==> src/operand_decoder_regs.vh <==
// Field positions, condition and sub-opcode codes and decrement-jump bank of the operand field decoder
`ifndef OPERAND_DECODER_REGS_VH
`define OPERAND_DECODER_REGS_VH
`define IDX_BIT          7
`define MOD_HI           6
`define MOD_LO           5
`define OFS_HI           4
`define OFS_LO           0
`define CC_HI            11
`define CC_LO            8
`define SUB_HI           2
`define SUB_LO           0
`define GPR_HI           9
`define GPR_LO           8
`define DJNZ_BANK        2'h3
`define MOD_POST_ADD     2'h0
`define MOD_PRE_SUB_WB   2'h1
`define MOD_PRE_ADD      2'h2
`define MOD_PRE_SUB      2'h3
`define CC_ALWAYS        4'h0
`define CC_NC            4'h1
`define CC_C             4'h2
`define CC_Z             4'h3
`define CC_NZ            4'h4
`define CC_OV            4'h5
`define CC_ULE           4'h6
`define CC_UGT           4'h7
`define CC_ZP            4'h8
`define CC_MI            4'h9
`define CC_PL            4'hA
`define CC_ZN            4'hB
`define CC_STACK_FULL    4'hC
`define CC_EXT0          4'hD
`define CC_EXT1          4'hE
`define CC_EXT2          4'hF
`define UNARY_RESERVED   3'h7
`define RET_VIA_LINK     3'h0
`define RET_FROM_STACK   3'h1
`define RET_FROM_IRQ     3'h2
`define RET_IDLE         3'h3
`define RET_BREAK        3'h4
`endif

==> src/index_addr_unit.v <==
// Indexed data address and index update generation
`timescale 1ns/1ps
module index_addr_unit (
  // Index state
  input  wire [7:0]  i_index_high_byte,
  input  wire [7:0]  i_index0_low_byte,
  input  wire [7:0]  i_index1_low_byte,
  // Instruction fields
  input  wire        i_idx_sel,
  input  wire [1:0]  i_mod,
  input  wire [4:0]  i_offset,
  // Results
  output reg  [15:0] o_addr,
  output reg  [15:0] o_index_new,
  output reg         o_index_we
);
`include "operand_decoder_regs.vh"
  wire [15:0] base;
  wire [15:0] ofs_pos;
  wire [15:0] ofs_neg;
  wire [15:0] sum_pos;
  wire [15:0] sum_neg;
  assign base    = {i_index_high_byte, i_idx_sel ? i_index1_low_byte : i_index0_low_byte};
  assign ofs_pos = {11'h000, i_offset};
  assign ofs_neg = {{11{i_offset[4]}}, i_offset};
  assign sum_pos = base + ofs_pos;
  assign sum_neg = base + ofs_neg;
  always @* begin
    o_addr      = base;
    o_index_new = base;
    o_index_we  = 1'b0;
    case (i_mod)
      `MOD_POST_ADD: begin
        o_addr      = base;
        o_index_new = sum_pos;
        o_index_we  = 1'b1;
      end
      `MOD_PRE_SUB_WB: begin
        o_addr      = sum_neg;
        o_index_new = sum_neg;
        o_index_we  = 1'b1;
      end
      `MOD_PRE_ADD: begin
        o_addr = sum_pos;
      end
      default: begin
        o_addr = sum_neg;
      end
    endcase
  end
endmodule

==> src/cond_eval.v <==
// Branch condition evaluation
`timescale 1ns/1ps
module cond_eval (
  // Condition select
  input  wire [3:0] i_branch_condition_field,
  // Flags and conditions
  input  wire       i_carry,
  input  wire       i_zero,
  input  wire       i_overflow,
  input  wire       i_negative,
  input  wire       i_stack_full_cond,
  input  wire [2:0] i_ext_condition_inputs,
  // Result
  output reg        o_taken
);
`include "operand_decoder_regs.vh"
  always @* begin
    case (i_branch_condition_field)
      `CC_ALWAYS:     o_taken = 1'b1;
      `CC_NC:         o_taken = ~i_carry;
      `CC_C:          o_taken = i_carry;
      `CC_Z:          o_taken = i_zero;
      `CC_NZ:         o_taken = ~i_zero;
      `CC_OV:         o_taken = i_overflow;
      `CC_ULE:        o_taken = ~i_carry | i_zero;
      `CC_UGT:        o_taken = i_carry & ~i_zero;
      `CC_ZP:         o_taken = ~i_negative;
      `CC_MI:         o_taken = i_negative;
      `CC_PL:         o_taken = ~i_negative & ~i_zero;
      `CC_ZN:         o_taken = i_zero | i_negative;
      `CC_STACK_FULL: o_taken = i_stack_full_cond;
      `CC_EXT0:       o_taken = i_ext_condition_inputs[0];
      `CC_EXT1:       o_taken = i_ext_condition_inputs[1];
      default:        o_taken = i_ext_condition_inputs[2];
    endcase
  end
endmodule

==> src/risc8_operand_field_decoder.v <==
// Operand sub-field decoder for the 16-bit instruction word
// Operation
// - Index select picks pair zero or one
// - Modification code selects access and update
// - Low byte carry ripples into high byte
// - Codes 0-2: always, carry clear, carry set
// - Codes 3-5: zero, not zero, overflow
// - Codes 6-7: unsigned below-equal, above
// - Codes 8-B: negative and zero tests
// - Code C stack full, D-F external
// - Shift/rotate sub-opcode maps eight operations
// - Unary sub-opcode maps seven, one reserved
// - Return/misc decodes returns and idle op
// - Code 100 decodes as debugger breakpoint
// - Decrement-jump register in bank three, bank output zero in reset
`timescale 1ns/1ps
module risc8_operand_field_decoder (
  // Clock and reset
  input  wire        i_clk,
  input  wire        i_reset_n,
  // Instruction register
  input  wire        i_instr_valid,
  input  wire [15:0] i_instr,
  input  wire        i_is_indexed,
  input  wire        i_is_branch,
  input  wire        i_is_shift_rotate,
  input  wire        i_is_unary,
  input  wire        i_is_return_misc,
  input  wire        i_is_dec_jump_nonzero,
  // Index registers
  input  wire [7:0]  i_index_high_byte,
  input  wire [7:0]  i_index0_low_byte,
  input  wire [7:0]  i_index1_low_byte,
  // Flags and conditions
  input  wire        i_carry,
  input  wire        i_zero,
  input  wire        i_overflow,
  input  wire        i_negative,
  input  wire        i_stack_full_cond,
  input  wire [2:0]  i_ext_condition_inputs,
  // Decode valid
  output reg         o_valid,
  // Indexed access
  output reg  [15:0] o_data_addr,
  output reg  [15:0] o_index_new,
  output reg         o_index_we,
  output reg         o_index_sel,
  // Branch
  output reg         o_cond_true,
  // Shift/rotate one-hot: 0 sla 1 sl 2 rlc 3 rl 4 sra 5 sr 6 rrc 7 rr
  output reg  [7:0]  o_shift_rotate_op,
  // Unary one-hot: 0 inc 1 add_carry_only 2 dec 3 subtract_one_plus_carry 4 com 5 negate_twos 6 invert_plus_carry
  output reg  [6:0]  o_unary_arith_op,
  // Return/misc
  output reg         o_return_via_link,
  output reg         o_return_from_stack,
  output reg         o_return_from_irq,
  output reg         o_idle_op,
  output reg         o_break_op,
  // Decrement-jump register
  output reg  [1:0]  o_djnz_bank,
  output reg  [1:0]  o_djnz_reg,
  // Errors
  output reg         o_invalid
);
`include "operand_decoder_regs.vh"
  // One-hot decode tracker states
  localparam ST_IDLE  = 2'h1;
  localparam ST_VALID = 2'h2;
  wire [15:0] addr_w;
  wire [15:0] idx_new_w;
  wire        idx_we_w;
  wire        taken_w;
  wire [2:0]  sub_w;
  reg  [1:0]  state_q;
  reg  [1:0]  state_d;
  reg  [7:0]  shift_d;
  reg  [6:0]  unary_d;
  reg         ret_link_d;
  reg         ret_stack_d;
  reg         ret_irq_d;
  reg         idle_d;
  reg         break_d;
  reg         invalid_d;
  assign sub_w = i_instr[`SUB_HI:`SUB_LO];

  index_addr_unit u_index (
    .i_index_high_byte (i_index_high_byte),
    .i_index0_low_byte (i_index0_low_byte),
    .i_index1_low_byte (i_index1_low_byte),
    .i_idx_sel         (i_instr[`IDX_BIT]),
    .i_mod             (i_instr[`MOD_HI:`MOD_LO]),
    .i_offset          (i_instr[`OFS_HI:`OFS_LO]),
    .o_addr            (addr_w),
    .o_index_new       (idx_new_w),
    .o_index_we        (idx_we_w)
  );

  cond_eval u_cond (
    .i_branch_condition_field (i_instr[`CC_HI:`CC_LO]),
    .i_carry                  (i_carry),
    .i_zero                   (i_zero),
    .i_overflow               (i_overflow),
    .i_negative               (i_negative),
    .i_stack_full_cond        (i_stack_full_cond),
    .i_ext_condition_inputs   (i_ext_condition_inputs),
    .o_taken                  (taken_w)
  );

  always @* begin
    shift_d     = 8'h00;
    unary_d     = 7'h00;
    ret_link_d  = 1'b0;
    ret_stack_d = 1'b0;
    ret_irq_d   = 1'b0;
    idle_d      = 1'b0;
    break_d     = 1'b0;
    invalid_d   = 1'b0;
    if (i_is_shift_rotate) begin
      shift_d = 8'h01 << sub_w;
    end
    if (i_is_unary) begin
      if (sub_w == `UNARY_RESERVED) begin
        invalid_d = 1'b1;
      end else begin
        unary_d = 7'h01 << sub_w;
      end
    end
    if (i_is_return_misc) begin
      case (sub_w)
        `RET_VIA_LINK:   ret_link_d  = 1'b1;
        `RET_FROM_STACK: ret_stack_d = 1'b1;
        `RET_FROM_IRQ:   ret_irq_d   = 1'b1;
        `RET_IDLE:       idle_d      = 1'b1;
        `RET_BREAK:      break_d     = 1'b1;
        default:         invalid_d   = 1'b1;
      endcase
    end
  end

  always @* begin
    case (state_q)
      ST_IDLE:  state_d = i_instr_valid ? ST_VALID : ST_IDLE;
      ST_VALID: state_d = i_instr_valid ? ST_VALID : ST_IDLE;
      default:  state_d = ST_IDLE;
    endcase
  end

  always @(posedge i_clk or negedge i_reset_n) begin
    if (!i_reset_n) begin
      state_q             <= ST_IDLE;
      o_valid             <= 1'b0;
      o_data_addr         <= 16'h0000;
      o_index_new         <= 16'h0000;
      o_index_we          <= 1'b0;
      o_index_sel         <= 1'b0;
      o_cond_true         <= 1'b0;
      o_shift_rotate_op   <= 8'h00;
      o_unary_arith_op    <= 7'h00;
      o_return_via_link   <= 1'b0;
      o_return_from_stack <= 1'b0;
      o_return_from_irq   <= 1'b0;
      o_idle_op           <= 1'b0;
      o_break_op          <= 1'b0;
      o_djnz_bank         <= 2'h0;
      o_djnz_reg          <= 2'h0;
      o_invalid           <= 1'b0;
    end else begin
      state_q             <= state_d;
      o_valid             <= (state_d == ST_VALID);
      o_data_addr         <= addr_w;
      o_index_new         <= idx_new_w;
      o_index_we          <= i_instr_valid & i_is_indexed & idx_we_w;
      o_index_sel         <= i_instr[`IDX_BIT];
      o_cond_true         <= i_instr_valid & i_is_branch & taken_w;
      o_shift_rotate_op   <= i_instr_valid ? shift_d : 8'h00;
      o_unary_arith_op    <= i_instr_valid ? unary_d : 7'h00;
      o_return_via_link   <= i_instr_valid & ret_link_d;
      o_return_from_stack <= i_instr_valid & ret_stack_d;
      o_return_from_irq   <= i_instr_valid & ret_irq_d;
      o_idle_op           <= i_instr_valid & idle_d;
      o_break_op          <= i_instr_valid & break_d;
      o_djnz_bank         <= `DJNZ_BANK;
      o_djnz_reg          <= i_is_dec_jump_nonzero ? i_instr[`GPR_HI:`GPR_LO] : 2'h0;
      o_invalid           <= i_instr_valid & invalid_d;
    end
  end
endmodule

==> config.mk <==
export PLATFORM = sky130hd
export DESIGN_NAME = risc8_operand_field_decoder
export DESIGN_NICKNAME = d
export VERILOG_FILES = /design/src/index_addr_unit.v /design/src/cond_eval.v /design/src/risc8_operand_field_decoder.v
export VERILOG_INCLUDE_DIRS = /design/src /design/src/src
export SDC_FILE = /design/constraint.sdc
export NUM_CORES = 1
export LEC_CHECK = 0
export BUFFER_PORTS_ARGS = -buffer_cell sky130_fd_sc_hd__buf_2
export CORE_ASPECT_RATIO = 0.75
export CORE_MARGIN = 2
export CORE_UTILIZATION = 51
export DETAILED_ROUTE_END_ITERATION = 6
export PLACE_DENSITY_LB_ADDON = 0.05
export SYNTH_ARGS = -nofsm -noshare
export SYNTH_HDL_FRONTEND = slang
export SYNTH_SLANG_ARGS = --single-unit
==> constraint.sdc <==
create_clock -name i_clk -period 1.1 [get_ports i_clk]
set_input_delay 0.275 -clock i_clk [delete_from_list [all_inputs] [get_ports i_clk]]
set_output_delay 0.275 -clock i_clk [all_outputs]
set_load 0.05 [all_outputs]
==> metrics.log <==
[metrics] Starting DRT DRC Count: ~280
[metrics] core outline area: 0.00673 mm2
[metrics] total area of multi-input combinational cells: 0.00240 mm2
[metrics] total congestion overflow: 0
[metrics] placer's final routability congestion estimate: about 0.9
[metrics] Initial Utilization: 0.522
[metrics] Net count, final: 660
[metrics] cell type of the slowest stage on the worst timing path: sky130_fd_sc_hd__ha_4
[metrics] Die Footprint: 0.00758 mm2
[metrics] failing checks: negative setup slack
[metrics] overall die width: 99.9 um
[metrics] portion of total power attributed to the clock network: 0.235
[metrics] height of the die: between 70 and 80 um
[metrics] Crit Path Max Fanout: 7
[metrics] clock insertion delay at the later pin of the skew report: 0.35 ns
[metrics] Post-DP Area: 0.00496 mm2
[metrics] fraction of post-synthesis cell area in the top cell type by area: 0.427
[metrics] storage element area: approximately 0.0015 mm2
[metrics] final worst path period need: 2.30 ns
[metrics] HPWL after DPL: 7890 um
[metrics] proportion of synthesized chip area in sequential cells: 0.434
[metrics] static leakage: around 0.0029 uW
[metrics] share of layout cells above drive strength 1: 0.542
[metrics] Pwr Density: around 1400 mW/mm2
[metrics] sequential fraction of design power: 0.311
[metrics] final hold viol count: 0
[metrics] initial antenna violation count: 0
[metrics] Fillers: 274
[metrics] H-tree depth: 3
[metrics] portion of the clock cycle consumed by the worst path in the final layout: 2.09
[metrics] number of synthesized flops with an enable pin: 0
[metrics] Setup crit start kind: input pin
[metrics] cell-by-cell trace of the critical path: buf_12, buf_12, mux2i_4, inv_1, ha_4, buf_4, nand2_1, a21oi_2, a21oi_2, a31oi_1, xor2_1, a21o_1, xor2_1
[metrics] number of primary I/O pins: 118
[metrics] Max Freq: 434 MHz
[metrics] vias in the first global route: 3804
[metrics] ys async rst share: 1.00
[metrics] total via count in the routed design: 4085
[metrics] registers with the most flip-flops: o_data_addr (16), o_index_new (16), o_shift_rotate_op (8)
[metrics] number of antenna cells inserted: 0
[metrics] class of the tightest hold or removal check: in2reg
[metrics] total iterations of the first detailed-routing run: 5
[metrics] leading cell types by total area after synthesis: sky130_fd_sc_hd__dfrtp_1 (43%), sky130_fd_sc_hd__a21oi_1 (5.4%), sky130_fd_sc_hd__ha_1 (5.3%)
[metrics] number of nets with antenna violations after detailed routing: 0
[metrics] RSZ-0062 raised after global routing: yes
[metrics] switching portion of total power: 0.391
[metrics] Pins Over Slew Limit: 0
[metrics] highest ir drop seen on vdd: 1.38 mV
[metrics] Cell variety after synth: 63
[metrics] clock root buffer: sky130_fd_sc_hd__clkbuf_8
[metrics] crit path capture type: flop
[metrics] result of the run: finished with violations
[metrics] cell type contributing the most total cell area after synthesis: sky130_fd_sc_hd__dfrtp_1
[metrics] number of buffers and inverters on the critical path: 4
[metrics] most used flip-flop cell after synthesis: sky130_fd_sc_hd__dfrtp_1
[metrics] Largest delay share family, worst path: compound AO/OA/AOI/OAI gates
[metrics] cell internal pwr: 5170 uW
[metrics] setup_tns: -29.04 ns
[metrics] largest net degree at the start of global routing: 62
[metrics] flip-flop and latch count after synthesis: 61
[metrics] count of warnings emitted by yosys: 0
[metrics] final worst-path setup slack: -1.20 ns
[metrics] routed vias/inst: around 6.0
[metrics] Inserted Clock Buffers: 9
[metrics] worst path required time: 1.37 ns
[metrics] clock tree from TritonCTS: built
[metrics] Synthesized Nets: about 450
[metrics] Non-Filler Cell Area, Final: 0.00612 mm2
[metrics] final number of setup-violating endpoints: 91
[metrics] drt total wl: 14600 um
[metrics] wire length of the first global-routing pass: approximately 19000 um
[metrics] detailed-route DRC error count: 0
[metrics] overall track demand over capacity in global routing: 0.330
[metrics] Buffers on Ports: 113
[metrics] area of the mapped netlist: 0.00352 mm2
[metrics] max incr delay on CP: 0.30 ns
[metrics] Row Count: 26
[metrics] cell with the most instances after synthesis: sky130_fd_sc_hd__dfrtp_1
[metrics] Max clock buf depth: 2
[metrics] Worst Skew: 0.000144 ns
[metrics] gate count after technology mapping: 375
[metrics] per-cell routed wire length: approximately 22 um
[metrics] post-synthesis to final-layout area growth: 74.0%
[metrics] combinational group share of total power: 0.454
[metrics] Crit Path Class: in2reg
[metrics] arrival time at the worst endpoint: between 2 and 3 ns
[metrics] most used standard cells in the synthesized netlist: sky130_fd_sc_hd__dfrtp_1 (60), sky130_fd_sc_hd__nor2_1 (42), sky130_fd_sc_hd__a21oi_1 (38)
[metrics] max-cap violation count: 0
[metrics] power spent charging and discharging nets: 3320 uW
[metrics] post-CTS clock slew at the launch and capture registers of the worst setup and hold paths: 0.07 ns
[metrics] number of clock sinks: between 60 and 70
[metrics] syn avg cell area: approximately 9.4 um2
==> power groups by stage <==
stage	registers [uW]	logic, uW	clock network (uW)
global placement	2590	2770	0
finish	2640	3860	2000
global route	2650	3980	2100
floorplan	3410	1020	0
CTS	2620	3370	1990
detailed placement	2600	2810	0
==> worst reg2reg max path, stage by stage, from the launching register on <==
cell and delay, ns:
sky130_fd_sc_hd__dfrtp_1 0.41, sky130_fd_sc_hd__buf_4 0.16, sky130_fd_sc_hd__xor2_1 0.13, sky130_fd_sc_hd__and2_1 0.16
==> final cells by class <==
type / instances / share of cell area
well taps: 84 / 0.0172
clock buffers: 12 / 0.0221
inverters: 11 / 0.00675
repair buffers: 216 / 0.303
multi-input cells: 288 / 0.393
flip-flops and latches: 61 / 0.250
clock inverters: 4 / 0.00798
==> metrics by stage <==
stage / utilization / std cells / power (uW) / hold slack (ns) / setup slack [ns]
global placement: 0.736 / 643 / 5360 / 0.302 / -1.52
finish: 0.909 / 676 / 8490 / 0.0726 / -1.20
detailed placement: 0.736 / 643 / 5410 / 0.310 / -1.57
CTS: 0.863 / 667 / 7970 / 0.0663 / -1.01
floorplan: - / 375 / 4430 / -0.0206 / -1.34
global route: 0.909 / 676 / 8740 / 0.0559 / -1.22
==> what timing repair did <==
| action | 4_1_cts | 5_1_grt |
|---|---|---|
| hold buffers | 1 | 0 |
| hold endpoints to repair | 60 | 0 |
| pin swaps | 27 | 40 |
| buffers inserted | 9 | 10 |
| gates resized for setup | 169 | 51 |
| endpoints found under the setup margin | 91 | 92 |
==> cell usage in the layout (no fill, tap or decap), drive strengths merged, types with 3 or more instances in the layout <==
cell type,count
xnor2,13
mux2,7
buf,215
mux2i,9
nand4,7
o21ai,24
nor3,6
and2,6
nand3,11
xor2,13
a31oi,3
clkinv,3
and3,4
a21o,9
o31a,4
nor4,3
nand2b,3
a21oi,40
nand2,34
inv,11
ha,15
nor2,42
clkbuf,12
dfrtp,60
nor2b,4
==> path summary, 6_finish.rpt <==
check	from	endpoint	slack, ns	depth (start not counted)
hold reg to reg	state_q[0]	o_valid	0.69	2
setup / recovery	i_instr[7]	o_index_new[15]	-1.20	13
min in group asynchronous	i_reset_n	o_index_new[5]	0.45	3
max in group asynchronous	i_reset_n	state_q[0]	0.31	3
hold / removal	i_instr[7]	o_index_sel	0.07	1
setup reg to reg	o_valid	o_valid	0.13	3
==> cells by family after synthesis <==
group,synth area share
multiplexers,0.0512
buffers and inverters,0.0320
XOR/XNOR,0.0647
other,0.00107
AO/OA/AOI/OAI,0.180
AND/OR/NAND/NOR,0.177
adder cells (fa/ha/maj),0.0591
flip-flops,0.434
==> routing by layer <==
layer / track usage / vias to the layer above / part of all wire
li1: - / 1755 / -
met2: 0.532 / 310 / 0.48
met3: 0.0812 / 62 / 0.093
met5: 0 / - / 0
met4: 0.104 / 0 / 0.040
met1: 0.441 / 1958 / 0.39
Power figures use the tool's default switching activity.
